===== src/design/ssta_pkg.sv =====
// Purpose: shared constants and types for the status telegram assembler
// Assumes: 32-bit APB, telegram bytes 4..15 carried MSB-first per word
// Notes: byte n of a word sits in bits 31:24, byte n+3 in bits 7:0
package ssta_pkg;
	localparam int unsigned ADDR_W          = 8;
	localparam logic [7:0]  OFS_CTRL        = 8'h00;
	localparam logic [7:0]  OFS_IRQ_STATUS  = 8'h04;
	localparam logic [7:0]  OFS_IRQ_MASK    = 8'h08;
	localparam logic [7:0]  OFS_TEL_IO      = 8'h0C;
	localparam logic [7:0]  OFS_TEL_SCAN    = 8'h10;
	localparam logic [7:0]  OFS_TEL_FUNC_A  = 8'h14;

	localparam int unsigned CTRL_CAPTURE_EN = 0;
	localparam logic [31:0] CTRL_RESET      = 32'h0000_0001;

	localparam int unsigned IRQ_W           = 2;
	localparam int unsigned IRQ_TEL_READY   = 0;
	localparam int unsigned IRQ_SCAN_WRAP   = 1;
	localparam logic [1:0]  IRQ_MASK_RESET  = 2'h0;

	localparam logic [31:0] SCAN_RESET      = 32'h0000_0000;
	localparam logic [31:0] SCAN_MAX        = 32'hFFFF_FFFF;
	localparam logic [3:0]  SEL_RESET       = 4'h0;

	// live function A status, sampled once per completed scan
	typedef struct packed {
		logic       active;
		logic       warn_zone_state;
		logic       guard_zone_state;
		logic       restart_lock;
		logic       switch_out;
		logic [3:0] bank_sel;
		logic [3:0] pair_sel_one;
		logic [3:0] pair_sel_two;
		logic [3:0] pair_sel_three;
		logic       warn_segment_one;
		logic       warn_segment_two;
		logic       guard_segment_one;
		logic       guard_segment_two;
		logic       pair_match_one;
		logic       pair_match_two;
	} ssta_func_a_t;

	// live pin states of the scanner
	typedef struct packed {
		logic [9:0] control_in;
		logic       start_in_func_a;
		logic       start_in_func_b;
		logic       feedback_in_func_a;
		logic       feedback_in_func_b;
		logic [1:0] feedback_in_aux;
		logic       linkage_in_one;
		logic       linkage_in_two;
		logic       input_pnp;
		logic [3:0] general_out;
		logic       signal_output;
	} ssta_pins_t;

	// telegram bytes 4..15
	typedef struct packed {
		logic [7:0]  byte4;
		logic [7:0]  byte5;
		logic [7:0]  byte6;
		logic [7:0]  byte7;
		logic [31:0] scan_count;
		logic [7:0]  byte12;
		logic [7:0]  byte13;
		logic [7:0]  byte14;
		logic [7:0]  byte15;
	} ssta_telegram_t;

	localparam ssta_telegram_t TEL_RESET = '0;
endpackage : ssta_pkg


===== src/design/ssta_top.sv =====
// Purpose: assembles status telegram bytes 4..15 once per completed scan
// Assumes: all inputs synchronous to i_ref_clk, i_scan_done one-cycle pulse
// Notes: telegram also readable over APB, one wait state per transfer
//
// The APB slave port and the placing of the registers are this design's own decisions.
`timescale 1ns/1ps
module ssta_top (
	input  wire logic                  i_ref_clk,    // 25 MHz clock
	input  wire logic                  i_reset,      // async, active high
	input  wire logic                  i_scan_done,  // pulse per completed scan
	input  wire ssta_pkg::ssta_pins_t  i_pins,       // live pin states
	input  wire ssta_pkg::ssta_func_a_t i_func_a,    // live function A status
	input  wire logic                  i_psel,       // apb select
	input  wire logic                  i_penable,    // apb enable
	input  wire logic                  i_pwrite,     // apb direction
	input  wire logic [7:0]            i_paddr,      // apb byte address
	input  wire logic [31:0]           i_pwdata,     // apb write data
	output logic [31:0]                o_prdata,     // apb read data
	output logic                       o_pready,     // apb ready
	output logic                       o_pslverr,    // apb error, unmapped
	output logic                       o_irq,        // level interrupt
	output ssta_pkg::ssta_telegram_t   o_telegram,   // assembled bytes 4..15
	output logic                       o_telegram_valid // pulse, new telegram
);
	ssta_pkg::ssta_telegram_t tel_reg,     tel_next;
	logic                     tel_vld_reg, tel_vld_next;
	logic [31:0]              scan_reg,    scan_next;
	logic [31:0]              ctrl_reg,    ctrl_next;
	logic [1:0]               stat_reg,    stat_next;
	logic [1:0]               mask_reg,    mask_next;
	logic                     irq_reg,     irq_next;
	logic [31:0]              rdata_reg,   rdata_next;
	logic                     ready_reg,   ready_next;
	logic                     err_reg,     err_next;
	ssta_pkg::ssta_telegram_t snap;
	logic                     access;
	logic                     wr_done;
	logic                     mapped;
	logic [1:0]               events;

	// telegram image of the live inputs
	always_comb begin
		snap = ssta_pkg::TEL_RESET;
		for (int k = 0; k < 8; k++) begin
			snap.byte4[7-k] = i_pins.control_in[k];
		end
		snap.byte5 = {i_pins.control_in[8], i_pins.control_in[9],
			i_pins.start_in_func_a, i_pins.start_in_func_b,
			i_pins.feedback_in_func_a, i_pins.feedback_in_func_b,
			i_pins.feedback_in_aux[0], i_pins.feedback_in_aux[1]};
		snap.byte6 = {i_pins.linkage_in_one, i_pins.linkage_in_two, i_pins.input_pnp,
			i_pins.general_out[0], i_pins.general_out[1], i_pins.general_out[2],
			i_pins.general_out[3], i_pins.signal_output};
		snap.byte7 = 8'h00;
		snap.scan_count = scan_reg + 32'h0000_0001;
		snap.byte12[7] = i_func_a.active;
		snap.byte12[6] = i_func_a.warn_zone_state;
		snap.byte12[5] = i_func_a.guard_zone_state;
		snap.byte12[4] = i_func_a.restart_lock;
		snap.byte12[3] = i_func_a.switch_out;
		snap.byte12[2:0] = 3'h0;
		snap.byte13 = {i_func_a.bank_sel, i_func_a.pair_sel_one};
		snap.byte14[7:4] = i_func_a.pair_sel_two;
		snap.byte14[3:0] = i_func_a.pair_sel_three;
		snap.byte15[7:4] = {i_func_a.warn_segment_one, i_func_a.warn_segment_two,
			i_func_a.guard_segment_one, i_func_a.guard_segment_two};
		snap.byte15[3:2] = {i_func_a.pair_match_one, i_func_a.pair_match_two};
		snap.byte15[1:0] = 2'h0;
	end

	// scan counter and telegram capture
	always_comb begin
		scan_next    = scan_reg;
		tel_next     = tel_reg;
		tel_vld_next = 1'b0;
		events       = 2'h0;
		if (i_scan_done) begin
			scan_next = scan_reg + 32'h0000_0001;
			events[ssta_pkg::IRQ_SCAN_WRAP] = (scan_reg == ssta_pkg::SCAN_MAX);
			if (ctrl_reg[ssta_pkg::CTRL_CAPTURE_EN]) begin
				tel_next     = snap;
				tel_vld_next = 1'b1;
				events[ssta_pkg::IRQ_TEL_READY] = 1'b1;
			end
		end
	end

	always_ff @(posedge i_ref_clk or posedge i_reset) begin
		if (i_reset) begin
			scan_reg    <= ssta_pkg::SCAN_RESET;
			tel_reg     <= ssta_pkg::TEL_RESET;
			tel_vld_reg <= 1'b0;
		end else begin
			scan_reg    <= scan_next;
			tel_reg     <= tel_next;
			tel_vld_reg <= tel_vld_next;
		end
	end

	// apb slave, one wait state
	assign access  = i_psel && i_penable && !ready_reg;
	assign wr_done = i_psel && i_penable && ready_reg && i_pwrite;

	always_comb begin
		case (i_paddr)
			ssta_pkg::OFS_CTRL,
			ssta_pkg::OFS_IRQ_STATUS,
			ssta_pkg::OFS_IRQ_MASK,
			ssta_pkg::OFS_TEL_IO,
			ssta_pkg::OFS_TEL_SCAN,
			ssta_pkg::OFS_TEL_FUNC_A: mapped = 1'b1;
			default:                  mapped = 1'b0;
		endcase
	end

	always_comb begin
		ready_next = access;
		err_next   = access && !mapped;
		rdata_next = 32'h0000_0000;
		if (access && !i_pwrite) begin
			case (i_paddr)
				ssta_pkg::OFS_CTRL:       rdata_next = ctrl_reg;
				ssta_pkg::OFS_IRQ_STATUS: rdata_next = {30'h0, stat_reg};
				ssta_pkg::OFS_IRQ_MASK:   rdata_next = {30'h0, mask_reg};
				ssta_pkg::OFS_TEL_IO:     rdata_next = {tel_reg.byte4, tel_reg.byte5,
				                                        tel_reg.byte6, tel_reg.byte7};
				ssta_pkg::OFS_TEL_SCAN:   rdata_next = tel_reg.scan_count;
				ssta_pkg::OFS_TEL_FUNC_A: rdata_next = {tel_reg.byte12, tel_reg.byte13,
				                                        tel_reg.byte14, tel_reg.byte15};
				default:                  rdata_next = 32'h0000_0000;
			endcase
		end
	end

	// control, sticky status with write-one-clear, mask
	always_comb begin
		ctrl_next = ctrl_reg;
		mask_next = mask_reg;
		stat_next = stat_reg;
		if (wr_done && i_paddr == ssta_pkg::OFS_CTRL) begin
			ctrl_next = {31'h0, i_pwdata[ssta_pkg::CTRL_CAPTURE_EN]};
		end
		if (wr_done && i_paddr == ssta_pkg::OFS_IRQ_MASK) begin
			mask_next = i_pwdata[1:0];
		end
		if (wr_done && i_paddr == ssta_pkg::OFS_IRQ_STATUS) begin
			stat_next = stat_reg & ~i_pwdata[1:0];
		end
		stat_next = stat_next | events;
		irq_next  = |(stat_next & mask_next);
	end

	always_ff @(posedge i_ref_clk or posedge i_reset) begin
		if (i_reset) begin
			ctrl_reg  <= ssta_pkg::CTRL_RESET;
			mask_reg  <= ssta_pkg::IRQ_MASK_RESET;
			stat_reg  <= 2'h0;
			irq_reg   <= 1'b0;
			rdata_reg <= 32'h0000_0000;
			ready_reg <= 1'b0;
			err_reg   <= 1'b0;
		end else begin
			ctrl_reg  <= ctrl_next;
			mask_reg  <= mask_next;
			stat_reg  <= stat_next;
			irq_reg   <= irq_next;
			rdata_reg <= rdata_next;
			ready_reg <= ready_next;
			err_reg   <= err_next;
		end
	end

	assign o_prdata         = rdata_reg;
	assign o_pready         = ready_reg;
	assign o_pslverr        = err_reg;
	assign o_irq            = irq_reg;
	assign o_telegram       = tel_reg;
	assign o_telegram_valid = tel_vld_reg;
endmodule : ssta_top


===== config.mk =====
export PLATFORM = sky130hd
export DESIGN_NAME = ssta_top
export DESIGN_NICKNAME = d
export VERILOG_FILES = /design/src/design/ssta_pkg.sv /design/src/design/ssta_top.sv
export SDC_FILE = /design/constraint.sdc
export NUM_CORES = 1
export LEC_CHECK = 0
export ABC_AREA = 1
export BUFFER_PORTS_ARGS = -buffer_cell sky130_fd_sc_hd__buf_2
export CAP_MARGIN = 10
export CORE_AREA = 5 5 121 123
export DETAILED_ROUTE_END_ITERATION = 8
export DIE_AREA = 0 0 126 128
export GPL_TIMING_DRIVEN = 1
export PLACE_DENSITY = 0.82
export SLEW_MARGIN = 5
export SYNTH_ARGS = -nofsm -noshare
export SYNTH_HDL_FRONTEND = slang
export SYNTH_SLANG_ARGS = --single-unit
export TNS_END_PERCENT = 100

===== constraint.sdc =====
create_clock -name i_ref_clk -period 8.4 [get_ports i_ref_clk]
set_clock_uncertainty 0.15 [all_clocks]
set_input_delay 0.84 -clock i_ref_clk [delete_from_list [all_inputs] [get_ports i_ref_clk]]
set_output_delay 0.84 -clock i_ref_clk [all_outputs]
set_load 0.005 [all_outputs]

# Yosys cells after proc, flatten, opt, wreduce, memory -nomap -nowiden
# Cells that the tools add are included.
# classes
bitwise_logic	4
add_sub_neg	1
eq_ne	6
muxes	8
n_reduce_logical	16
# ops
op	n
32-bit case mux with 6 select lines	1
32-bit by 1-bit adder with 32-bit output (second input constant)	1
32-bit equality test (second input constant)	1
32-bit two-way mux	1
8-bit by 4-bit equality test with 1-bit output (second input constant)	2
8-bit by 5-bit equality test with 1-bit output (second input constant)	2
1-bit logical AND	9
8-bit by 3-bit equality test with 1-bit output (second input constant)	1
8-bit zero test	1
2-bit two-way mux	3
6-bit OR reduction	1
2-bit AND	2
1-bit zero test	3
1-bit two-way mux	3
2-bit NOT	1
2-bit bitwise OR	1
2-bit AND reduction	1
2-bit OR reduction	1
# word_totals
out_inout_bits	132
register_bits	156
wordCells	52

# Depth between registers and ports, before layout
# logic_depth
ltp_word	8
ltp_mapped	10
depth_no_buf	10

# Least setup slack after synthesis
# No wires, ideal clock.
# synth_timing
kind	input -> register
start	input port i_paddr[7]
end	register rdata_reg[27], in the netlist o_prdata[27]
setup_time_ns	0.063
t_arrival_ns	1.810
path_buffers	1
t_required_ns	8.187
setup_slack_ns	6.377
path_stages	8
cell_sequence	nor2_2 nand2_2 nor3_4 buf_2 nand2_1 nand3_1 nand2_1 inv_1
# synth_via
elab_chain_cells	3
word_cells_on_any_way	8
cone_classes	eq/ne: 5; mux: 2; reduce/logical: 1
# synth_rtl
item	line	rtl
start: declaration	ssta_top.sv:16	input wire logic [7:0] i_paddr,
8-bit by 5-bit equality test with 1-bit output (tied with other cells)	ssta_top.sv:121	case (i_paddr)
32-bit case mux with 6 select lines (*)	ssta_top.sv:121	
32-bit two-way mux (*)	ssta_top.sv:120	if (access && !i_pwrite) begin
named net rdata_next[27]	ssta_top.sv:32	logic [31:0] rdata_reg, rdata_next;
end signal: assignment	ssta_top.sv:167	rdata_reg <= rdata_next;
end: declaration	ssta_top.sv:32	
# Mark *: on every way through the listed nets, which the timed path passes. The rest lies on a longest branch.
# A chain may end at the register's enable or synchronous reset.

# Worst setup path after layout
# layout_timing
start	input port i_scan_done
end	register tel_reg, in the netlist o_telegram[7]
# layout_via
elab_chain_cells	1
# layout_rtl
item	line	rtl
start: declaration	ssta_top.sv:10	input wire logic i_scan_done,
2-bit AND reduction (no source line)	--	
end signal: assignment	ssta_top.sv:91	tel_reg <= ssta_pkg::TEL_RESET;
end signal: assignment	ssta_top.sv:95	tel_reg <= tel_next;
end: declaration	ssta_top.sv:25	ssta_pkg::ssta_telegram_t tel_reg, tel_next;
# Every way passes these cells.

==> out/results.tsv <==
stage	metric	value	unit
power	power_switching	0.000392	W
setup_path	crit_path_start	i_scan_done	
setup_path	worstReg2RegEnd	o_telegram[7]$_DFFE_PP0P_	
setup_path	crit_path_max_fanout	91	
logic_synthesis	netlist_instances	953	
global_route	top_usage_layer	met2	
setup_path	rr_worst_depth	5	
logic_synthesis	synth-simple-area-share	35.9	%
power	combPwrFrac	7.4	%
logic_synthesis	synth_top_area_cell	dfrtp_1	
cts	path_clk_slew	0.06	ns
routing	drt_iter0_markers	516	
logic_synthesis	synth_xor_area_share	1.81	%
power	powerDensity	190	mW/mm2
floorplan	rows	43	
logic_synthesis	syn_area_per_cell	7.62	um2
global_route	gr-usage-met2	42.4	%
placement	place.detailed.hpwl	14.1	mm
cts	cts_made_buffers	17	
power	internal_power	0.00129	W
power	p_leak	5.19	nW
layout	final_nets	1226	
logic_synthesis	synth_area	0.00726	mm2
logic_synthesis	synth-compound-area-share	2.14	%
logic_synthesis	ys_ff_latch	156	
logic_synthesis	synthAdderAreaFrac	0.172	%
worst_hold_path	hold_class	reg2reg	
placement	gp_congestion	0.919	
global_route	grt_pass1_wl	32.5	mm
timing	whs	0.336	ns
cts	cts_root_buf	clkbuf_16	
placement	port_buffers	185	
routing	final_antenna_net_count	0	
logic_synthesis	synthMuxAreaShare	0	%
global_route	grt_usage	25.5	%
global_route	grt_pass1_vias	6444	
timing	finalHoldViolations	0	
power	switching_share	23.4	%
layout	largest_reg_flops	83	
setup_path	crit_path_end	o_telegram[7]$_DFFE_PP0P_	
setup_path	rrSetupSlack	5.48	ns
floorplan	ios	229	
setup_path	required	8.61	ns
timing	layout_min_cycle_time	3.45	ns
logic_synthesis	netlist.area_leader.share	53.4	%
logic_synthesis	ys_warn_count	0	
routing	vias	6736	
timing	tns	0	ns
cts	cts_resized	0	
logic_synthesis	synth_cell_type_count	29	
timing	rsz0062_at_grt	false	
setup_path	worstSetupPathType	in2reg	
routing	post_drt_wl_per_cell	15.3	um
global_route	antenna_found_initial	1	
timing	fin_crit_sh	41.1	%
floorplan	start_util	53.6	%
layout	num-fill-cells	1148	
floorplan	core	0.0136	mm2
power	irDropWorstVdd	0.150	mV
floorplan	fp.dieH	128	um
setup_path	cp_data_arrival_time	3.66	ns
cts	cts_sinks	156	
logic_synthesis	yosysSeqAreaShare	53.8	%
setup_path	crit_path_end_kind	flop	
flow_run	drv_cap	0	
global_route	grt_overflow	0	
layout	postLayoutCoreUtil	65.2	%
floorplan	die_area	0.0161	mm2
timing	setup_viol	0	
power	clockPowerShare	44.2	%
global_route	met1_usage	32.7	%
cts	htreeDepth	4	
timing	max_slew_margin	28.6	%
cts	cts_tree	built	
timing	tightest_slew	1.07	ns
status	status	finished clean	
floorplan	fp.dieW	126	um
global_route	grt_max_degree	99	
setup_path	r2r-start	ctrl_reg[0]$_DFFE_PP1P_	
power	power_frac_seq	48.4	%
cts	post-cts-setup-buffer-count	0	
setup_path	critPathLaunchType	primary input	
cts	insertion_delay	0.42	ns
routing	firstDrtPassIters	5	
timing	maxSlewViolCount	0	
cts	cts.path.max_buffers	2	
logic_synthesis	synth_top_family_by_area	simple AND/OR/NAND/NOR gates	
cts	ctsHoldBuffers	0	
routing	wl	20.2	mm
global_route	grtUsageMet3	5.54	%
layout	drive_gt1_share	21.2	%
routing	drc	0	
logic_synthesis	netlist_top_cells_area	dfrtp_1, nand2_1, nand3_1	
layout	synthToLayoutAreaGrowth	21.7	%
routing	post_drt_via_cell_ratio	5.10	
timing	fmax	289	MHz
## cell families after synthesis
kind of cell | count (synthesis)
other | 1
AND/OR/NAND/NOR | 651
flip-flops | 156
adder cells (fa/ha/maj) | 1
buffers and inverters | 99
AO/OA/AOI/OAI | 30
XOR/XNOR | 15
## how the worst min path moves through the flow
| stage | start | to | depth (start not counted) |
|---|---|---|---|
| final | o_pready$_DFF_PP0_ | o_pslverr$_DFF_PP0_ | 1 |
| after global routing | o_pready$_DFF_PP0_ | o_pslverr$_DFF_PP0_ | 1 |
| after CTS | o_pready$_DFF_PP0_ | o_pslverr$_DFF_PP0_ | 1 |
| after detailed placement | o_pready$_DFF_PP0_ | o_pslverr$_DFF_PP0_ | 1 |
| after global placement | o_pready$_DFF_PP0_ | o_pslverr$_DFF_PP0_ | 1 |
| after floorplan | mask_reg[0]$_DFF_PP0_ | mask_reg[0]$_DFF_PP0_ | 2 |
## power groups by stage
stage	logic, W	clock network [W]	registers, W
final	0.000124	0.000741	0.000812
after detailed placement	0.000125	0	0.000825
after global routing	0.000142	0.000781	0.000816
after floorplan	0.0000747	0	0.000820
after global placement	0.000124	0	0.000823
after CTS	0.000127	0.000747	0.000811
## stage by stage
stage                     area [um2]  worst slack [ns]  power, W  cells
after floorplan                 7310              3.21  0.000895    965
after global placement          8270              4.54  0.000946   1289
after detailed placement        8270              4.53  0.000950   1289
after CTS                       8830              4.95   0.00168   1319
after global routing            8830              4.70   0.00174   1320
final                           8830              4.95   0.00168   1320
## critical path, stage by stage
cell	delay, ns
buf_2	0.50
nand2_4	0.69
inv_2	0.78
buf_4	0.53
nand2_1	0.13
nand2_1	0.09
## cells in the mapped netlist
library cell	count
nand2_2	3
nor3_4	2
buf_1	2
buf_6	1
nor2_2	8
nor3_2	1
dfstp_2	1
a21oi_2	1
o21ai_0	18
xor2_1	13
ha_1	1
nor3_1	3
clkinv_1	1
conb_1	1
nand3b_1	9
xnor2_1	2
inv_2	4
dfrtp_1	155
clkbuf_1	18
nor2_1	51
a21oi_1	10
inv_1	49
nand3_1	40
buf_2	10
buf_4	14
nor2_4	2
nand2_1	530
a31oi_1	1
nand4_1	2
## placed cells by master (no fill, tap or decap), drive strengths merged
master and instances:
nand2 533, buf 189, dfrtp 155, nor2 61, inv 54, nand3 40, clkbuf 22, o21ai 18
xor2 13, conb 13, a21oi 11, nand3b 9, nor3 6, clkinv 5, xnor2 2, nand4 2
bufinv 2, diode 1, a31oi 1, ha 1, clkinvlp 1, dfstp 1
## per-layer routing
metal | vias to the layer above | part of all wire (%)
met3 | 51 | 7.3
met5 | - | 0
li1 | 3237 | -
met4 | 0 | 3.1
met2 | 280 | 49
met1 | 3168 | 41
## layout make-up
cell class	instances	area, um2	area share [%]
clock inverters	8	92.6	1.05
well taps	180	225	2.55
flip-flops and latches	156	3910	44.2
multi-input cells	710	2970	33.6
repair buffers	189	956	10.8
inverters	54	208	2.35
clock buffers	22	474	5.37
diodes	1	2.50	0.0283
Power figures use the tool's default switching activity.
